### config.mk
export PLATFORM = sky130hd
export DESIGN_NAME = alert_mask_logic
export DESIGN_NICKNAME = d
export VERILOG_FILES = /design/src/alert_mask_bank.v /design/src/alert_mask_logic.v
export VERILOG_INCLUDE_DIRS = /design/src
export SDC_FILE = /design/constraint.sdc
export NUM_CORES = 1
export LEC_CHECK = 0
export ABC_AREA = 1
export ABC_CLOCK_PERIOD_IN_PS = 2380
export BUFFER_PORTS_ARGS = -buffer_cell sky130_fd_sc_hd__buf_2
export CORE_MARGIN = 5
export CORE_UTILIZATION = 36
export DETAILED_ROUTE_END_ITERATION = 7
export PLACE_DENSITY_LB_ADDON = 0.1
export SLEW_MARGIN = 15
export SYNTH_ARGS = -nofsm -noshare
export SYNTH_HDL_FRONTEND = slang
export SYNTH_SLANG_ARGS = --single-unit
export TNS_END_PERCENT = 20
### constraint.sdc
create_clock -name clk -period 2.38 [get_ports clk]
set_input_delay 0.357 -clock clk [delete_from_list [all_inputs] [get_ports clk]]
set_output_delay 0.357 -clock clk [all_outputs]
set_load 0.01 [all_outputs]
### src/alert_mask_defs.vh
// Constants for the status alert mask block: command and status codes,
// mask field positions, implemented-bit patterns and reset values.
// Included by bare name from every design file of the block.
`ifndef ALERT_MASK_DEFS_VH
`define ALERT_MASK_DEFS_VH

// Shared command code that reaches every alert mask
`define CMD_ALERT_MASK 8'h1B

// Status register codes, used as the mask selector byte
`define CODE_STATUS_VOUT 8'h7A
`define CODE_STATUS_IOUT 8'h7B
`define CODE_STATUS_INPUT 8'h7C
`define CODE_STATUS_TEMP 8'h7D
`define CODE_STATUS_CML 8'h7E
`define CODE_STATUS_OTHER 8'h7F
`define CODE_STATUS_VENDOR 8'h80

// Output-voltage mask field positions
`define BIT_VOUT_OV_FAULT 7
`define BIT_VOUT_OV_WARN 6
`define BIT_VOUT_UV_WARN 5
`define BIT_VOUT_UV_FAULT 4
`define BIT_VOUT_MAX_WARN 3
`define BIT_VOUT_TON_MAX_FAULT 2
`define BIT_VOUT_TOFF_MAX_WARN 1

// Output-current mask field positions
`define BIT_IOUT_OC_FAULT 7
`define BIT_IOUT_OC_LV_FAULT 6
`define BIT_IOUT_OC_WARN 5
`define BIT_IOUT_UC_FAULT 4

// Input mask field positions
`define BIT_VIN_OV_FAULT 7
`define BIT_VIN_OV_WARN 6
`define BIT_VIN_UV_WARN 5
`define BIT_VIN_UV_FAULT 4
`define BIT_VIN_INSUFFICIENT 3

// Temperature mask field positions
`define BIT_OT_FAULT 7
`define BIT_OT_WARN 6
`define BIT_UT_WARN 5
`define BIT_UT_FAULT 4

// Communication / memory / logic mask field positions
`define BIT_CML_BAD_CMD 7
`define BIT_CML_BAD_DATA 6
`define BIT_CML_PEC_FAIL 5
`define BIT_CML_MEM_FAULT 4
`define BIT_CML_CPU_FAULT 3
`define BIT_CML_OTHER_COMM 1
`define BIT_CML_MEM_LOGIC 0

// Other-status mask field position
`define BIT_OTHER_FLAG 0

// Vendor-specific mask field positions
`define BIT_VND_SYNC_FAULT 7
`define BIT_VND_AVG_OC 6
`define BIT_VND_FAST_OC 5
`define BIT_VND_SHORT 4
`define BIT_VND_OT2_FAULT 3
`define BIT_VND_AUX_FAULT 2
`define BIT_VND_STARTUP_OC 1
`define BIT_VND_OT2_WARN 0

// Bits of each status byte that carry a listed condition
`define VALID_VOUT 8'hFE
`define VALID_IOUT 8'hF0
`define VALID_INPUT 8'hF8
`define VALID_TEMP 8'hF0
`define VALID_CML 8'hFB
`define VALID_OTHER 8'h01
`define VALID_VENDOR 8'hFF

// Reset value of every mask: all conditions may pull the alert line
`define MASK_RESET 8'h00

// Byte returned on a read with no mask selected
`define READ_IDLE_BYTE 8'hFF

`endif

### src/alert_mask_bank.v
// One alert mask byte with its gating of one status byte.
// Assumes writes arrive already decoded; status is synchronous to clk.
`timescale 1ns/1ps
`default_nettype none
`include "alert_mask_defs.vh"

module alert_mask_bank #(
  parameter [7:0] VALID = 8'hFF
) (
  // Clock, reset, enable
  input wire clk,
  input wire nrst,
  input wire ce,
  // Mask write
  input wire wr_en,
  input wire [7:0] wr_data,
  // Status byte and results
  input wire [7:0] status,
  output wire [7:0] mask_q,
  output wire pending
);

  reg [7:0] mask_r;

  // Mask storage; all eight bits read back as written
  always @(posedge clk or negedge nrst) begin
    if (!nrst) begin
      mask_r <= `MASK_RESET;
    end else if (ce && wr_en) begin
      mask_r <= wr_data;
    end
  end

  assign mask_q = mask_r;

  // A set status bit inside VALID with a clear mask bit is pending
  assign pending = |(status & ~mask_r & VALID);

endmodule
`default_nettype wire

### src/alert_mask_logic.v
// Alert masking for the status registers of a power converter's
// management interface, with the mask command decoder and the alert pin.
// Assumes a bus engine that hands over received bytes of each transaction
// in order (command code first) and asks for read bytes one at a time;
// status bytes come from the status logic, synchronous to clk.
//
// Functional notes
// A clear mask bit lets its status condition pull the alert line, a set bit blocks it.
// The output-voltage mask, status 0x7A, gates OV/UV faults and warnings, max, ton, toff.
// The output-current mask, status 0x7B, gates overcurrent, OC low-V, OC warn, undercurrent.
// The input mask, status 0x7C, gates input OV/UV faults and warnings and low input.
// The temperature mask, status 0x7D, gates over and under temperature faults and warnings.
// The comm/logic mask, status 0x7E, gates bits 7 to 3, 1 and 0 of that status byte.
// The other-status mask, status 0x7F, gates its one condition at bit 0.
// The vendor-specific mask, status 0x80, gates all eight vendor conditions.
// After command 0x1B the first data byte picks the mask by status code, then the mask byte.
// The alert line stays pulled while any set status bit that carries a listed condition has a clear mask bit.
`timescale 1ns/1ps
`default_nettype none
`include "alert_mask_defs.vh"

module alert_mask_logic (
  // Clock, reset, enable
  input wire clk,
  input wire nrst,
  input wire ce,
  // Received transaction bytes
  input wire frame_start,
  input wire rx_valid,
  input wire [7:0] rx_byte,
  // Read byte request and answer
  input wire rd_req,
  output reg tx_valid,
  output reg [7:0] tx_byte,
  // Transaction outcome strobes
  output reg mask_written,
  output reg sel_error,
  // Status bytes
  input wire [7:0] status_vout,
  input wire [7:0] status_iout,
  input wire [7:0] status_input,
  input wire [7:0] status_temp,
  input wire [7:0] status_cml,
  input wire [7:0] status_other,
  input wire [7:0] status_vendor,
  // Alert line, open drain, active low, and an active-high alert flag
  output reg fault_alert_line_o,
  output reg fault_alert_line_oe,
  output reg alert_active
);

  // Number of masks behind the shared command
  localparam NCH = 7;

  // Transaction states, one-hot
  localparam [3:0] ST_CMD = 4'h1;
  localparam [3:0] ST_SEL = 4'h2;
  localparam [3:0] ST_DATA = 4'h4;
  localparam [3:0] ST_SKIP = 4'h8;

  // Selector codes per channel, channel 0 in the low byte
  localparam [8*NCH-1:0] CODES = {
    `CODE_STATUS_VENDOR,
    `CODE_STATUS_OTHER,
    `CODE_STATUS_CML,
    `CODE_STATUS_TEMP,
    `CODE_STATUS_INPUT,
    `CODE_STATUS_IOUT,
    `CODE_STATUS_VOUT
  };

  // Output-voltage conditions; bit 0 has none and never alerts
  localparam [7:0] VLD_VOUT =
    (8'h01 << `BIT_VOUT_OV_FAULT) |
    (8'h01 << `BIT_VOUT_OV_WARN) |
    (8'h01 << `BIT_VOUT_UV_WARN) |
    (8'h01 << `BIT_VOUT_UV_FAULT) |
    (8'h01 << `BIT_VOUT_MAX_WARN) |
    (8'h01 << `BIT_VOUT_TON_MAX_FAULT) |
    (8'h01 << `BIT_VOUT_TOFF_MAX_WARN);

  // Output-current conditions in the upper nibble only
  localparam [7:0] VLD_IOUT =
    (8'h01 << `BIT_IOUT_OC_FAULT) |
    (8'h01 << `BIT_IOUT_OC_LV_FAULT) |
    (8'h01 << `BIT_IOUT_OC_WARN) |
    (8'h01 << `BIT_IOUT_UC_FAULT);

  // Input conditions, bits 7 down to 3
  localparam [7:0] VLD_INPUT =
    (8'h01 << `BIT_VIN_OV_FAULT) |
    (8'h01 << `BIT_VIN_OV_WARN) |
    (8'h01 << `BIT_VIN_UV_WARN) |
    (8'h01 << `BIT_VIN_UV_FAULT) |
    (8'h01 << `BIT_VIN_INSUFFICIENT);

  // Temperature conditions in the upper nibble only
  localparam [7:0] VLD_TEMP =
    (8'h01 << `BIT_OT_FAULT) |
    (8'h01 << `BIT_OT_WARN) |
    (8'h01 << `BIT_UT_WARN) |
    (8'h01 << `BIT_UT_FAULT);

  // Communication and logic conditions; bit 2 has none
  localparam [7:0] VLD_CML =
    (8'h01 << `BIT_CML_BAD_CMD) |
    (8'h01 << `BIT_CML_BAD_DATA) |
    (8'h01 << `BIT_CML_PEC_FAIL) |
    (8'h01 << `BIT_CML_MEM_FAULT) |
    (8'h01 << `BIT_CML_CPU_FAULT) |
    (8'h01 << `BIT_CML_OTHER_COMM) |
    (8'h01 << `BIT_CML_MEM_LOGIC);

  // Other status: a single condition
  localparam [7:0] VLD_OTHER =
    (8'h01 << `BIT_OTHER_FLAG);

  // Vendor-specific conditions fill the whole byte
  localparam [7:0] VLD_VENDOR =
    (8'h01 << `BIT_VND_SYNC_FAULT) |
    (8'h01 << `BIT_VND_AVG_OC) |
    (8'h01 << `BIT_VND_FAST_OC) |
    (8'h01 << `BIT_VND_SHORT) |
    (8'h01 << `BIT_VND_OT2_FAULT) |
    (8'h01 << `BIT_VND_AUX_FAULT) |
    (8'h01 << `BIT_VND_STARTUP_OC) |
    (8'h01 << `BIT_VND_OT2_WARN);

  // Implemented condition bits per channel, channel 0 in the low byte
  localparam [8*NCH-1:0] VALIDS = {
    VLD_VENDOR,
    VLD_OTHER,
    VLD_CML,
    VLD_TEMP,
    VLD_INPUT,
    VLD_IOUT,
    VLD_VOUT
  };

  reg [3:0] state_r;
  reg [3:0] state_nxt;
  reg [2:0] sel_r;
  reg [2:0] sel_nxt;
  reg sel_hit;
  reg [2:0] sel_idx;
  reg wr_go;
  reg err_go;
  reg [7:0] rd_byte;
  integer i;

  wire [8*NCH-1:0] status_all;
  wire [8*NCH-1:0] mask_all;
  wire [NCH-1:0] pending;
  wire [NCH-1:0] wr_sel;
  wire [7:0] output_voltage_alert_mask;
  wire [7:0] output_current_alert_mask;
  wire [7:0] input_alert_mask;
  wire [7:0] temperature_alert_mask;
  wire [7:0] comm_logic_alert_mask;
  wire [7:0] other_alert_mask;
  wire [7:0] vendor_status_alert_mask;

  // Named views of the seven stored masks, in channel order
  assign output_voltage_alert_mask = mask_all[7:0];
  assign output_current_alert_mask = mask_all[15:8];
  assign input_alert_mask = mask_all[23:16];
  assign temperature_alert_mask = mask_all[31:24];
  assign comm_logic_alert_mask = mask_all[39:32];
  assign other_alert_mask = mask_all[47:40];
  assign vendor_status_alert_mask = mask_all[55:48];

  // Status bytes in channel order, matching CODES
  assign status_all = {
    status_vendor,
    status_other,
    status_cml,
    status_temp,
    status_input,
    status_iout,
    status_vout
  };

  // Match the selector byte against the status codes
  always @* begin
    sel_hit = 1'b0;
    sel_idx = 3'h0;
    for (i = 0; i < NCH; i = i + 1) begin
      if (rx_byte == CODES[8*i +: 8]) begin
        sel_hit = 1'b1;
        sel_idx = i[2:0];
      end
    end
  end

  // Transaction sequencing: command, selector, then mask byte
  always @* begin
    state_nxt = state_r;
    sel_nxt = sel_r;
    wr_go = 1'b0;
    err_go = 1'b0;
    if (frame_start) begin
      state_nxt = ST_CMD;
    end else if (rx_valid) begin
      case (state_r)
        ST_CMD: begin
          if (rx_byte == `CMD_ALERT_MASK) begin
            state_nxt = ST_SEL;
          end else begin
            state_nxt = ST_SKIP;
          end
        end
        ST_SEL: begin
          if (sel_hit) begin
            sel_nxt = sel_idx;
            state_nxt = ST_DATA;
          end else begin
            err_go = 1'b1;
            state_nxt = ST_SKIP;
          end
        end
        ST_DATA: begin
          wr_go = 1'b1;
          state_nxt = ST_SKIP;
        end
        ST_SKIP: begin
          state_nxt = ST_SKIP;
        end
        default: begin
          state_nxt = ST_SKIP;
        end
      endcase
    end
  end

  // State and selection registers
  always @(posedge clk or negedge nrst) begin
    if (!nrst) begin
      state_r <= ST_SKIP;
      sel_r <= 3'h0;
    end else if (ce) begin
      state_r <= state_nxt;
      sel_r <= sel_nxt;
    end
  end

  // Write strobe for the selected mask only
  genvar g;
  generate
    for (g = 0; g < NCH; g = g + 1) begin : g_chan
      assign wr_sel[g] = wr_go && (sel_r == g);
      // One mask per status register
      alert_mask_bank #(
        .VALID(VALIDS[8*g +: 8])
      ) u_bank (
        .clk(clk),
        .nrst(nrst),
        .ce(ce),
        .wr_en(wr_sel[g]),
        .wr_data(rx_byte),
        .status(status_all[8*g +: 8]),
        .mask_q(mask_all[8*g +: 8]),
        .pending(pending[g])
      );
    end
  endgenerate

  // Read data: the selected mask after a selector was accepted, until the mask byte arrives
  always @* begin
    if (state_r != ST_DATA) begin
      rd_byte = `READ_IDLE_BYTE;
    end else if (sel_r == 3'h0) begin
      rd_byte = output_voltage_alert_mask;
    end else if (sel_r == 3'h1) begin
      rd_byte = output_current_alert_mask;
    end else if (sel_r == 3'h2) begin
      rd_byte = input_alert_mask;
    end else if (sel_r == 3'h3) begin
      rd_byte = temperature_alert_mask;
    end else if (sel_r == 3'h4) begin
      rd_byte = comm_logic_alert_mask;
    end else if (sel_r == 3'h5) begin
      rd_byte = other_alert_mask;
    end else begin
      rd_byte = vendor_status_alert_mask; // Only code 6 reaches here
    end
  end

  // Read answer and transaction strobes, one cycle each
  always @(posedge clk or negedge nrst) begin
    if (!nrst) begin
      tx_valid <= 1'b0;
      tx_byte <= 8'h00;
      mask_written <= 1'b0;
      sel_error <= 1'b0;
    end else if (ce) begin
      tx_valid <= rd_req;
      if (rd_req) begin
        tx_byte <= rd_byte;
      end
      mask_written <= wr_go;
      sel_error <= err_go;
    end
  end

  // Alert line: pulled low while any unmasked condition is set
  always @(posedge clk or negedge nrst) begin
    if (!nrst) begin
      alert_active <= 1'b0;
      fault_alert_line_oe <= 1'b0;
      fault_alert_line_o <= 1'b0;
    end else if (ce) begin
      alert_active <= |pending;
      fault_alert_line_oe <= |pending;
      fault_alert_line_o <= 1'b0; // Open drain only ever drives low
    end
  end

endmodule
`default_nettype wire

==> impl_metrics.sql <==
INSERT INTO impl_metrics (metric_group, metric, value, unit) VALUES
('placement', 'gpl.final_weighted_congestion', '0.7810', ''),
('run_status', 'outcome', 'finished, final reports clean', ''),
('timing', 'maxClockFrequency', '0.5242', 'GHz'),
('placement', 'detailed_place.area', '4424', 'um^2'),
('global_routing', 'grt_use_total', '0.1860', ''),
('setup_path', 'startpoint_of_the_lowest_slack_register_to_register_path', 'sel_r[1]', ''),
('floorplan', 'die-width', '114.9', 'um'),
('setup_path', 'worst_r2r_endpoint', 'g_chan[4].u_bank.mask_q[4]', ''),
('timing', 'fin_setup_tns', '0', 'ns'),
('timing', 'maxSlewHeadroom', '0.5541', ''),
('route', 'drtAntennaViolNets', '0', ''),
('power_and_ir_drop', 'irDropWorstVdd', '0.2674', 'mV'),
('setup_path', 'crit_path_start_kind', 'flip-flop', ''),
('clocking', 'tritoncts', 'yes', ''),
('setup_path', 'critPathMaxStageDelay', '0.47', 'ns'),
('global_routing', 'initial_antenna_violation_count', '0', ''),
('clocking', 'cts-resized-gates', '0', ''),
('route', 'remaining_drc_errors', '0', ''),
('floorplan', 'die_height', '114.9', 'um'),
('global_routing', 'gr-usage-met2', '0.2948', ''),
('global_routing', 'first_global_vias', '3594', ''),
('synthesis', 'yosys-top-cells-count', 'sky130_fd_sc_hd__nand2_1 (114), sky130_fd_sc_hd__inv_1 (79), sky130_fd_sc_hd__dfrtp_1 (74)', ''),
('synthesis', 'synth_nets', '592', ''),
('route', 'via_count', '3542', ''),
('global_routing', 'grt_start_max_net_pins', '50', ''),
('route', 'totalWireLength', '11510', 'um'),
('setup_path', 'worst_r2r_path_depth', '6', ''),
('min_path', 'hold_class', 'in -> async', ''),
('synthesis', 'post_syn_instances', '522', ''),
('placement', 'buffers_added_on_ports', '62', ''),
('global_routing', 'groute.layer.met3.usage', '0.03158', ''),
('cells_and_area', 'final_cell_area', '4613', 'um^2'),
('timing', 'final_period_minus_worst_setup_slack', '1.908', 'ns'),
('cells_and_area', 'final.fill_count', '1155', ''),
('synthesis', 'yosys.cell_types.count', '35', ''),
('synthesis', 'synthTopCellsByArea', 'sky130_fd_sc_hd__dfrtp_1 (47%), sky130_fd_sc_hd__nand2_1 (11%), sky130_fd_sc_hd__inv_1 (7.5%), sky130_fd_sc_hd__a21oi_1 (7.1%), sky130_fd_sc_hd__o21ai_0 (5.4%)', ''),
('synthesis', 'avg_synthesized_cell_area', '7.586', 'um^2'),
('clocking', 'cts-htree-levels', '3', ''),
('route', 'routedWlPerCell', '15.74', 'um'),
('clocking', 'clk-insertion-delay-late', '0.35', 'ns'),
('clocking', 'cts-root-buf', 'sky130_fd_sc_hd__clkbuf_8', ''),
('power_and_ir_drop', 'static-leakage-power', '0.002425', 'uW'),
('timing', 'final-max-slew-violation-count', '0', ''),
('clocking', 'post-cts-setup-buffers', '0', ''),
('timing', 'max_slew.worst_pin.slew', '0.6689', 'ns'),
('floorplan', 'die_area', '13200', 'um^2'),
('synthesis', 'postSynthRegisterBits', '75', ''),
('synthesis', 'synthMostInstantiatedCell', 'sky130_fd_sc_hd__nand2_1', ''),
('setup_path', 'setup.reg_to_reg.worst_slack', '0.47', 'ns'),
('setup_path', 'timing.critical_path.cells', 'inv_2 -> nand3_2 -> inv_2 -> nand3_2 -> a21oi_1 -> inv_1', ''),
('cells_and_area', 'design.final.nets', '656', ''),
('synthesis', 'most_used_dff_post_synth', 'sky130_fd_sc_hd__dfrtp_1', ''),
('synthesis', 'synth_enable_flop_cells', '0', ''),
('setup_path', 'worst_path_max_delay_cell', 'sky130_fd_sc_hd__dfrtp_1', ''),
('timing', 'final_min_period_over_clock_period', '0.8016', ''),
('global_routing', 'use_met1', '0.2644', ''),
('clocking', 'clkSinkCount', '75', ''),
('global_routing', 'gr-total-overflow', '0', ''),
('route', 'drt_pass1_iterations', '4', ''),
('clocking', 'worst_setup_hold_path_clk_slew', '0.09', 'ns'),
('clocking', 'cts_hold_buffers', '0', ''),
('floorplan', 'design.portCount', '84', ''),
('setup_path', 'cp.required', '2.62', 'ns'),
('global_routing', 'top_usage_layer', 'met2', ''),
('synthesis', 'seq_area_frac_synth', '0.4742', ''),
('floorplan', 'std_cell_rows', '38', ''),
('setup_path', 'worst-endpoint-arrival', '2.15', 'ns'),
('cells_and_area', 'antenna_cells_inserted', '0', ''),
('route', 'vias_per_cell', '4.845', ''),
('synthesis', 'synth-async-reset-ratio', '1.000', ''),
('power_and_ir_drop', 'pwr_density_cell', '518.5', 'nW/um^2');
state kept, by name, indices dropped and copies added, names as in the netlist:
name	count
state_r	4
g_chan.u_bank.mask_q	56
sel_error	1
tx_byte	8
mask_written	1
alert_active	1
tx_valid	1
sel_r	3
layout make-up:
| class | instances | area share |
|---|---|---|
| clock buffer | 10 | 0.02983 |
| sequential | 75 | 0.4071 |
| inverter | 83 | 0.06753 |
| timing repair buffer | 71 | 0.08516 |
| clock inverter | 6 | 0.01112 |
| multi-input combinational | 346 | 0.3613 |
| tap | 140 | 0.03797 |
power by group:
group	switching, uW	internal, uW	total (uW)	leakage (uW)
registers	3.46	1280	1280	0.000983
clock network	528	416	944	0.0000926
logic	110	55.0	165	0.00135
total	641	1750	2390	0.00243
cell families after synthesis:
kind of cell	count (synthesis)	share of synthesized area
AOI/OAI and AO/OA	117	0.1532
buffers and inverters	101	0.1049
DFF	75	0.4743
other	1	0.0009470
and+or+nand+nor	228	0.2667
layout by cell type (no fill, tap or decap), drive strengths merged, types with 10 or more instances in the layout:
master	netlist	routed
nand2	118	118
nand4	12	12
dfrtp	74	74
buf	13	71
clkbuf	5	10
o21ai	51	51
a21oi	56	56
inv	82	82
nand3	28	28
nor2	58	58
per-stage QoR:
| stage | std cells | power, uW | hold slack (ns) | setup slack (ns) | util |
|---|---|---|---|---|---|
| after CTS | 731 | 2426 | 0.05058 | 0.4658 | 0.4274 |
| after global placement | 715 | 1475 | 0.4432 | 0.5208 | 0.4099 |
| after floorplan | 522 | 1367 | 0.06141 | 0.8522 | - |
| after detailed placement | 715 | 1477 | 0.4419 | 0.4838 | 0.4099 |
| after global routing | 731 | 2502 | 0.07382 | 0.2980 | 0.4274 |
| final | 731 | 2392 | 0.02086 | 0.4722 | 0.4274 |
worst max-delay path by stage:
stage | startpoint | to | slack [ns] | cells after the start
floorplan | state_r[1] | g_chan[4].u_bank.mask_q[0] | 0.85 | 9
global placement | sel_r[1] | g_chan[4].u_bank.mask_q[5] | 0.52 | 6
detailed placement | sel_r[1] | g_chan[4].u_bank.mask_q[4] | 0.48 | 6
CTS | sel_r[1] | g_chan[4].u_bank.mask_q[4] | 0.47 | 6
global route | sel_r[1] | g_chan[4].u_bank.mask_q[5] | 0.30 | 6
finish | sel_r[1] | g_chan[4].u_bank.mask_q[4] | 0.47 | 6
per-layer routing:
metal | wire length [um] | vias to the layer above | share of wire
met5 | 0 | - | 0
met3 | 675 | 8 | 0.059
met1 | 5551 | 1655 | 0.48
met2 | 5187 | 77 | 0.45
li1 | - | 1802 | -
met4 | 91 | 0 | 0.0079
worst max-delay path, delay by kind of cell, from the launching register on:
| family | cells | cell delay, ns |
|---|---|---|
| AO/OA/AOI/OAI | 1 | 0.25 |
| buffers and inverters | 3 | 0.53 |
| flip-flops | 1 | 0.47 |
| AND/OR/NAND/NOR | 2 | 0.54 |
Power figures use the tool's default switching activity.
